$ cat src/gaic_pkg.sv
// Package with register offsets, field positions and reset values of the pin option logic.
package gaic_pkg;
    localparam int GAIC_NUM_PINS = 3;
    localparam int GAIC_NUM_EVENTS = 5;
    localparam logic [7:0] GAIC_OFS_EVENT_PINS = 8'h0E;
    localparam logic [7:0] GAIC_OFS_PIN_OPTION = 8'h0F;
    localparam int GAIC_EVT_LSB = 3;
    localparam int GAIC_BIT_IRQ_IGNORE = 7;
    localparam int GAIC_BIT_RSVD_LO = 6;
    localparam int GAIC_BIT_REASON_IGNORE = 5;
    localparam int GAIC_BIT_SPEED_IND = 4;
    localparam int GAIC_BIT_RSVD_HI = 3;
    localparam int GAIC_SPEED_PIN = 2;
    localparam logic [7:0] GAIC_RESET_EVENT_PINS = 8'h00;
    localparam logic [7:0] GAIC_RESET_PIN_OPTION = 8'h0F;
    localparam logic [2:0] GAIC_RESET_SYNC = 3'h0;
endpackage

$ cat src/gaic_pin_if.sv
// Interface carrying pin drive and sampled levels between the core and the pad stage.
`timescale 1ns/1ps
interface gaic_pin_if #(parameter int N = 3);
    logic [N-1:0] drive_level;
    logic [N-1:0] drive_enable;
    logic [N-1:0] pin_level;
    modport core (output drive_level, output drive_enable, input pin_level);
    modport pads (input drive_level, input drive_enable, output pin_level);
endinterface

$ cat src/gaic_pin_sync.sv
// Two-stage synchroniser for the general-purpose pin inputs.
`timescale 1ns/1ps
module gaic_pin_sync
    import gaic_pkg::*;
#(
    parameter int N = GAIC_NUM_PINS
)
(
    // Clock and reset
    input wire logic clk_sys,
    input wire logic reset_n,
    input wire logic clk_en,
    // Pad side
    input wire logic [N-1:0] pin_in,
    // Core side
    gaic_pin_if.pads pins
);
    typedef struct packed
    {
        logic [N-1:0] first;
        logic [N-1:0] second;
    } gaic_sync_t;
    // A zero-width pin group cannot be built.
    if (N < 1)
    begin : g_width_check
        $error("Pin count must be at least one.");
    end
    gaic_sync_t state;
    gaic_sync_t next_state;
    always_comb
    begin
        next_state = state;
        if (clk_en)
        begin
            next_state.first = pin_in;
            next_state.second = state.first;
        end
    end
    always_ff @(posedge clk_sys or negedge reset_n)
    begin
        if (!reset_n)
            state <= '0;
        else
            state <= next_state;
    end
    assign pins.pin_level = state.second;
endmodule

$ cat src/gaic_top.sv
// Pin option and event byte logic: general-purpose pins, speed indicator and drive options.
// Functional notes
// - Five user event bits go to host report.
// - Output pin drives the written level.
// - Pin value read returns actual pin level.
// - Option bit 7 ignores drive interrupt line.
// - Option bit 5 ignores interrupt reason register.
// - Option bit 4 puts speed on pin 2.
// - Low option bits: 0 output, 1 input.
// - Direction bits override the speed indicator.
`timescale 1ns/1ps
module gaic_top
    import gaic_pkg::*;
(
    // Clock and reset
    input wire logic clk_sys,
    input wire logic reset_n,
    input wire logic clk_en,
    // Configuration byte port
    input wire logic cfg_write,
    input wire logic [7:0] cfg_addr,
    input wire logic [7:0] cfg_wdata,
    output logic [7:0] cfg_rdata,
    // Status inputs
    input wire logic usb_high_speed,
    input wire logic drive_interrupt_line,
    // General-purpose pins
    input wire logic [gaic_pkg::GAIC_NUM_PINS-1:0] gpio_in,
    output logic [gaic_pkg::GAIC_NUM_PINS-1:0] gpio_out,
    output logic [gaic_pkg::GAIC_NUM_PINS-1:0] gpio_oe,
    // Results to the bridge engine
    output logic [gaic_pkg::GAIC_NUM_EVENTS-1:0] user_defined_event_bits,
    output logic drive_irq_used,
    output logic drive_irq_seen,
    output logic reason_ignore,
    output logic option_reserved_bad
);
    import gaic_pkg::*;

    gaic_pin_if #(.N(GAIC_NUM_PINS)) pins();

    gaic_pin_sync #(.N(GAIC_NUM_PINS)) u_sync
    (
        .clk_sys(clk_sys),
        .reset_n(reset_n),
        .clk_en(clk_en),
        .pin_in(gpio_in),
        .pins(pins.pads)
    );

    typedef struct packed
    {
        logic [7:0] event_pins;
        logic [7:0] pin_option;
        logic [7:0] rdata;
        logic [GAIC_NUM_PINS-1:0] out;
        logic [GAIC_NUM_PINS-1:0] oe;
        logic irq_used;
        logic irq_seen;
        logic rsvd_bad;
        logic [1:0] irq_sync;
    } gaic_state_t;

    gaic_state_t state;
    gaic_state_t next_state;

    // The event field sits right above the pin field, and together they fill one byte.
    if (GAIC_EVT_LSB != GAIC_NUM_PINS || GAIC_NUM_PINS + GAIC_NUM_EVENTS != 8)
    begin : g_layout_check
        $error("Event and pin fields do not fill one byte.");
    end

    // One decoder serves the write and the read path, so the two cannot disagree.
    function automatic logic [1:0] gaic_decode(input logic [7:0] addr);
        logic [1:0] sel;
        sel = 2'h0;
        if (addr == GAIC_OFS_EVENT_PINS)
            sel = 2'h1;
        else if (addr == GAIC_OFS_PIN_OPTION)
            sel = 2'h2;
        return sel;
    endfunction

    // A read returns the byte as it stood before the edge, so a write and a read of
    // one address in the same cycle still return the old value.
    function automatic logic [7:0] gaic_read(input logic [7:0] addr, input logic [7:0] evp,
                                             input logic [7:0] opt,
                                             input logic [GAIC_NUM_PINS-1:0] lvl);
        logic [7:0] val;
        val = 8'h00;
        if (gaic_decode(addr) == 2'h1)
            val = {evp[7:GAIC_EVT_LSB], lvl};
        else if (gaic_decode(addr) == 2'h2)
            val = opt;
        return val;
    endfunction

    always_comb
    begin
        next_state = state;
        if (clk_en)
        begin
            if (cfg_write && gaic_decode(cfg_addr) == 2'h1)
                next_state.event_pins = cfg_wdata;
            if (cfg_write && gaic_decode(cfg_addr) == 2'h2)
                next_state.pin_option = cfg_wdata;
            next_state.rdata = gaic_read(cfg_addr, state.event_pins, state.pin_option,
                                         pins.pin_level);
            for (int i = 0; i < GAIC_NUM_PINS; i++)
            begin
                next_state.oe[i] = ~next_state.pin_option[i];
                next_state.out[i] = next_state.event_pins[i];
            end
            // The indicator only replaces the level; the enable still follows direction.
            if (next_state.pin_option[GAIC_BIT_SPEED_IND])
                next_state.out[GAIC_SPEED_PIN] = ~usb_high_speed;
            next_state.irq_sync = {state.irq_sync[0], drive_interrupt_line};
            // Both flags follow the option as it stands after this edge, so they never disagree.
            next_state.irq_used = ~next_state.pin_option[GAIC_BIT_IRQ_IGNORE];
            // The drive line is asynchronous, so only the second stage is used.
            next_state.irq_seen = state.irq_sync[1] & ~next_state.pin_option[GAIC_BIT_IRQ_IGNORE];
            // Flags a loader that broke the fixed bits; the logic still runs.
            next_state.rsvd_bad = next_state.pin_option[GAIC_BIT_RSVD_LO] |
                                  ~next_state.pin_option[GAIC_BIT_RSVD_HI];
        end
    end

    always_ff @(posedge clk_sys or negedge reset_n)
    begin
        if (!reset_n)
        begin
            state.event_pins <= GAIC_RESET_EVENT_PINS;
            state.pin_option <= GAIC_RESET_PIN_OPTION;
            state.rdata <= 8'h00;
            state.out <= '0;
            state.oe <= '0;
            state.irq_used <= 1'b0;
            state.irq_seen <= 1'b0;
            state.rsvd_bad <= 1'b0;
            state.irq_sync <= GAIC_RESET_SYNC[1:0];
        end
        else
            state <= next_state;
    end

    assign pins.drive_level = state.out;
    assign pins.drive_enable = state.oe;

    always_comb
    begin
        cfg_rdata = state.rdata;
        gpio_out = pins.drive_level;
        gpio_oe = pins.drive_enable;
        user_defined_event_bits = state.event_pins[7:GAIC_EVT_LSB];
        drive_irq_used = state.irq_used;
        drive_irq_seen = state.irq_seen;
        reason_ignore = state.pin_option[GAIC_BIT_REASON_IGNORE];
        option_reserved_bad = state.rsvd_bad;
    end
endmodule

$ cat config.mk
export PLATFORM = sky130hd
export DESIGN_NAME = gaic_top
export DESIGN_NICKNAME = d
export VERILOG_FILES = /design/src/gaic_pkg.sv /design/src/gaic_pin_if.sv /design/src/gaic_pin_sync.sv /design/src/gaic_top.sv
export SDC_FILE = /design/constraint.sdc
export NUM_CORES = 1
export LEC_CHECK = 0
export ABC_AREA = 1
export BUFFER_PORTS_ARGS = -buffer_cell sky130_fd_sc_hd__buf_2
export CORE_UTILIZATION = 40
export DETAILED_ROUTE_END_ITERATION = 10
export PLACE_DENSITY = 0.72
export SLEW_MARGIN = 30
export SYNTH_ARGS = -nofsm -noshare
export SYNTH_HDL_FRONTEND = slang
export SYNTH_SLANG_ARGS = --single-unit
export TNS_END_PERCENT = 20
$ cat constraint.sdc
create_clock -name clk_sys -period 1.18 [get_ports clk_sys]
set_clock_uncertainty 0.1 [all_clocks]
set_input_delay 0.118 -clock clk_sys [delete_from_list [all_inputs] [get_ports clk_sys]]
set_output_delay 0.118 -clock clk_sys [all_outputs]
set_load 0.1 [all_outputs]
# == After elaboration in Yosys (flattened, before gate mapping) ==
# Index checks and enable logic that the tools add are counted.
# classes
shift,0
order_cmp,0
n_div,0
reduce_logical,4
n_eq_ne,6
add_sub_neg,0
mul,0
mux,11
bitwise_logic,8
# ops
op,count
$mux W8,4
$eq A8 B4 Y1 const B,2
$mux W2,5
$not A1 Y1,6
$eq A2 B2 Y1 const B,2
$reduce_and A2 Y1,2
$mux W3,1
$eq A2 B1 Y1 const B,1
$logic_and A1 B1 Y1,2
$ne A2 B1 Y1 const B,1
$and A1 B1 Y1,1
$mux W1,1
$or A1 B1 Y1,1
# totals
ff_bits,41
wordCells,42
inputBits,25
mem_bits_rw,0
mem_bits_ro,0
n_memories,0
latchBits,0
out_inout_bits,23

# == Longest topological paths before layout ==
# depth
word_depth,10
ltp_mapped,11
depth_no_buf,10

# == Cells and area by module ==
# Synthesis repeated with hierarchy kept, for this count alone.
# unflattened
cells_unflattened,223
area_unflattened_um2,1991.9
# modules_own_cells
mod,cells_per_inst,instances,area_each_um2,seq_area_each_um2
gaic_top,195,1,1747.9,830.8
gaic_pin_sync,28,1,244.0,150.1

# == Worst setup path after synthesis ==
# Ideal clock, no wire load.
# synth_timing
kind,register to register
from,register state (netlist bit reason_ignore)
to,register state (netlist bit cfg_rdata[5])
setup_ns,0.082
t_arrival_ns,1.157
synth_period_minus_slack_ns,1.339
stages_incl_launch_ff,3
path_buffers,0
required_time_ns,0.998
path_slack_ns,-0.159
cell_sequence,dfrtp_1 nand2_1 a31oi_1
# synth_via
elab_chain_cells,2
# synth_lines
item,line_no,source
start: declaration,gaic_top.sv:64,gaic_state_t state;
start signal: assignment,gaic_top.sv:143,state <= next_state;
$mux W8,gaic_top.sv:93,else if (gaic_decode(addr) == 2'h2)
$mux W8,gaic_top.sv:91,if (gaic_decode(addr) == 2'h1)
# Every way passes these cells.
# A chain may end at the register's enable or synchronous reset.

# == Worst setup path in the final report ==
# layout_timing
from,register state (netlist bit option_reserved_bad)
to,output option_reserved_bad
# layout_rtl
item,line_no,source
end: declaration,gaic_top.sv:36,output logic option_reserved_bad
# No word-level cell between the ends.

==> results.sh <==
export IMPL_yosys_warnings=0
export IMPL_max_clock_freq_ghz=0.8728
export IMPL_synth_area_in_compound_gates=0.1271
export IMPL_routed_wirelength_mm=4.153
export IMPL_design_power_total_uw=3197
export IMPL_dp_cells=329
export IMPL_tritoncts="done"
export IMPL_die_area_um2=5282
export IMPL_placement_io_buffers=47
export IMPL_placed_cell_area_um2=2609
export IMPL_worst_min_path_class="in -> reg"
export IMPL_worstHoldStart="cfg_wdata[5]"
export IMPL_grt_pass1_vias=1441
export IMPL_hold_depth=3
export IMPL_required_ps=960
export IMPL_rr_worst_depth=6
export IMPL_average_instance_area_after_synthesis_um2=8.802
export IMPL_reg2reg_to="gpio_out[2]"
export IMPL_synth_adder_area_share=0
export IMPL_ys_ff_latch=39
export IMPL_critical_path_max_fanout=2
export IMPL_yosys_area_share_xor_xnor=0
export IMPL_worst_hold_slack_ps=1.871
export IMPL_rrSetupSlack_ps=130
export IMPL_syn_nets=252
export IMPL_crit_path_start_kind="register"
export IMPL_hold_path_endpoint="user_defined_event_bits[2]"
export IMPL_finalSetupViolCount=0
export IMPL_detailedPlace_worstSlack_ps=-155.3
export IMPL_layout_area_overhead_vs_synth_pct=37.82
export IMPL_timing_final_crit_share=0.9710
export IMPL_layout_cell_area_non_filler_um2=2754
export IMPL_synth_top_family_by_area="simple AND/OR/NAND/NOR gates"
export IMPL_final_min_clock_period_ps=1146
export IMPL_number_of_buffers_created_by_cts=5
export IMPL_synth_mux_area_fraction=0
export IMPL_slowest_delay_ps=430
export IMPL_routedWlPerCell_um=12.11
export IMPL_antenna_found_initial=0
export IMPL_htreeDepth=2
export IMPL_drive_above_1_share=0.3877
export IMPL_critical_path_cell_chain="buf_12"
export IMPL_critPathSlowestCell="sky130_fd_sc_hd__dfrtp_1"
export IMPL_gp_congestion=0.8309
export IMPL_detailedRoute_firstIterationViolations=175
export IMPL_synth_top_area_frac=0.4383
export IMPL_clk_insertion_delay_late_ps=290
export IMPL_floorplan_initialDensity=0.4203
export IMPL_path_clk_slew_ps=70
export IMPL_layout_commonest_cell="sky130_fd_sc_hd__nand2_1"
export IMPL_critical_path_startpoint="option_reserved_bad"
export IMPL_post_synth_num_cell_types=25
export IMPL_seq_area_frac_synth=0.4909
export IMPL_via_count=1620
export IMPL_cts_root_buffer="sky130_fd_sc_hd__clkbuf_8"
export IMPL_synthSimpleGateAreaFrac=0.2342
export IMPL_globalRouteTotalUtil=0.1741
export IMPL_vdd_drop_max_mv=0.5641
export IMPL_max_cap_violations=0
export IMPL_maxSlewViolCount=0
export IMPL_powerDensity_nw_per_um2=1161
export IMPL_finalNetCount=300
export IMPL_final_critical_path_setup_slack_ps=34.24
export IMPL_synth_top_cells_by_area="sky130_fd_sc_hd__dfrtp_1 (44%), sky130_fd_sc_hd__nand2_1 (13%), sky130_fd_sc_hd__buf_4 (7.1%)"
export IMPL_drc=0
export IMPL_die_w_um=72.68
export IMPL_cp_buffers_inverters=1
export IMPL_numClockSinks=39
export IMPL_antenna_diode_count=0
export IMPL_num_rows=25
export IMPL_yosysTopAreaCell="sky130_fd_sc_hd__dfrtp_1"
export IMPL_timing_slew_headroom=0.8063
export IMPL_timing_final_hold_violations=0
export IMPL_final_antenna_net_count=0
export IMPL_core_area_um2=4755
export IMPL_stdcell_count=343
export IMPL_ctsLongestPathBuffers=2
export IMPL_dr_pass1_iters=4
export IMPL_viasPerCell=4.723
export IMPL_critical_path_top_delay_family="flip-flops"
export IMPL_hpwl_mm=3.124
export IMPL_io_pins=48
export IMPL_crit_path_end_kind="output port"
export IMPL_status="finished, final reports clean"
export IMPL_power_static_leakage_uw=0.001322
export IMPL_grt_overflow=0
export IMPL_worstSetupPathType="reg -> out"
export IMPL_rsz0062_at_grt="true"
export IMPL_grt_first_pass_wirelength_mm=6.872
export IMPL_worst_slew_pin_transition_ps=289.5
export IMPL_die_height_um=72.68
export IMPL_r2r_start="state[23]"
export IMPL_most_common_layout_cells="sky130_fd_sc_hd__nand2_1 (67), sky130_fd_sc_hd__dfrtp_1 (34), sky130_fd_sc_hd__buf_12 (26)"
export IMPL_worstPathArrival_ps=930
export IMPL_largest_net_degree_at_the_start_of_global_routing=40
export IMPL_synthesis_area_um2=1998
export IMPL_syn_inst=227
==> report_power, final <==
part	total [uW]	internal (uW)	switching [uW]
logic	818	298	520
clock network	879	413	466
registers	1500	1420	75.8
total	3200	2140	1060
==> sequential cells by signal, indices dropped and copies added (netlist names), named ones only <==
register                 count
cfg_rdata                    8
option_reserved_bad          1
drive_irq_used               1
state                        9
user_defined_event_bits      5
u_sync.state                 3
gpio_oe                      3
reason_ignore                1
drive_irq_seen               1
u_sync.pins.pin_level        3
gpio_out                     1
==> area by class of cell <==
| cell class | count | area, um2 |
|---|---|---|
| clock buffers | 6 | 72.57 |
| repair buffers | 68 | 790.8 |
| well taps | 67 | 83.83 |
| inverters | 24 | 90.09 |
| multi-input cells | 137 | 721.9 |
| flip-flops and latches | 39 | 982.2 |
| clock inverters | 2 | 12.51 |
| fillers | 426 | 2001 |
==> stage by stage <==
step                setup TNS (ps)  utilization
floorplan                   -261.8            -
global placement             -1091       0.5487
detailed placement           -1914       0.5487
CTS                              0       0.5792
global route                -4.331       0.5792
finish                           0       0.5792
==> worst max-delay path by stage <==
stage	endpoint	cells after the start
finish	option_reserved_bad	1
global route	option_reserved_bad	1
CTS	option_reserved_bad	1
detailed placement	gpio_out[2]	12
global placement	gpio_out[2]	12
floorplan	drive_irq_seen	2
==> per-layer routing <==
metal	wire length [um]	share of wire	GRT usage	vias to the layer above
met5	0	0	0	-
met4	95	0.023	0.08715	0
met2	1994	0.48	0.2606	51
met3	250	0.060	0.04006	9
met1	1813	0.44	0.2375	763
li1	-	-	-	797
==> cells in the mapped netlist <==
cell	number
sky130_fd_sc_hd__a21oi_1	3
sky130_fd_sc_hd__nand3_2	2
sky130_fd_sc_hd__o21a_1	1
sky130_fd_sc_hd__nand4_4	1
sky130_fd_sc_hd__o21ai_0	7
sky130_fd_sc_hd__nor2_1	13
sky130_fd_sc_hd__inv_2	5
sky130_fd_sc_hd__nand4_1	2
sky130_fd_sc_hd__clkbuf_1	2
sky130_fd_sc_hd__inv_1	19
sky130_fd_sc_hd__o21ai_1	1
sky130_fd_sc_hd__nand3b_1	1
sky130_fd_sc_hd__a31oi_1	7
sky130_fd_sc_hd__nand2_2	5
sky130_fd_sc_hd__nand2_1	67
sky130_fd_sc_hd__dfstp_2	4
sky130_fd_sc_hd__nor2_4	3
sky130_fd_sc_hd__dfrtp_1	35
sky130_fd_sc_hd__nand3_1	6
sky130_fd_sc_hd__buf_4	19
sky130_fd_sc_hd__o211ai_1	1
sky130_fd_sc_hd__o21ai_2	16
sky130_fd_sc_hd__buf_2	2
sky130_fd_sc_hd__nand2_4	1
sky130_fd_sc_hd__buf_6	4
==> kinds of logic (layout without fill, tap and decap cells) <==
kind of cell | after synthesis | in the layout
buf+inv | 51 | 100
compound gates | 36 | 36
flops | 39 | 39
simple gates | 101 | 101
==> what timing repair did <==
item | CTS | global route
resized for setup | 0 | 0
hold buffers | 6 | 0
endpoints found under the setup margin | 0 | 1
endpoints found under the hold margin | 44 | 0
buffers inserted | 0 | 0
Power figures use the tool's default switching activity.
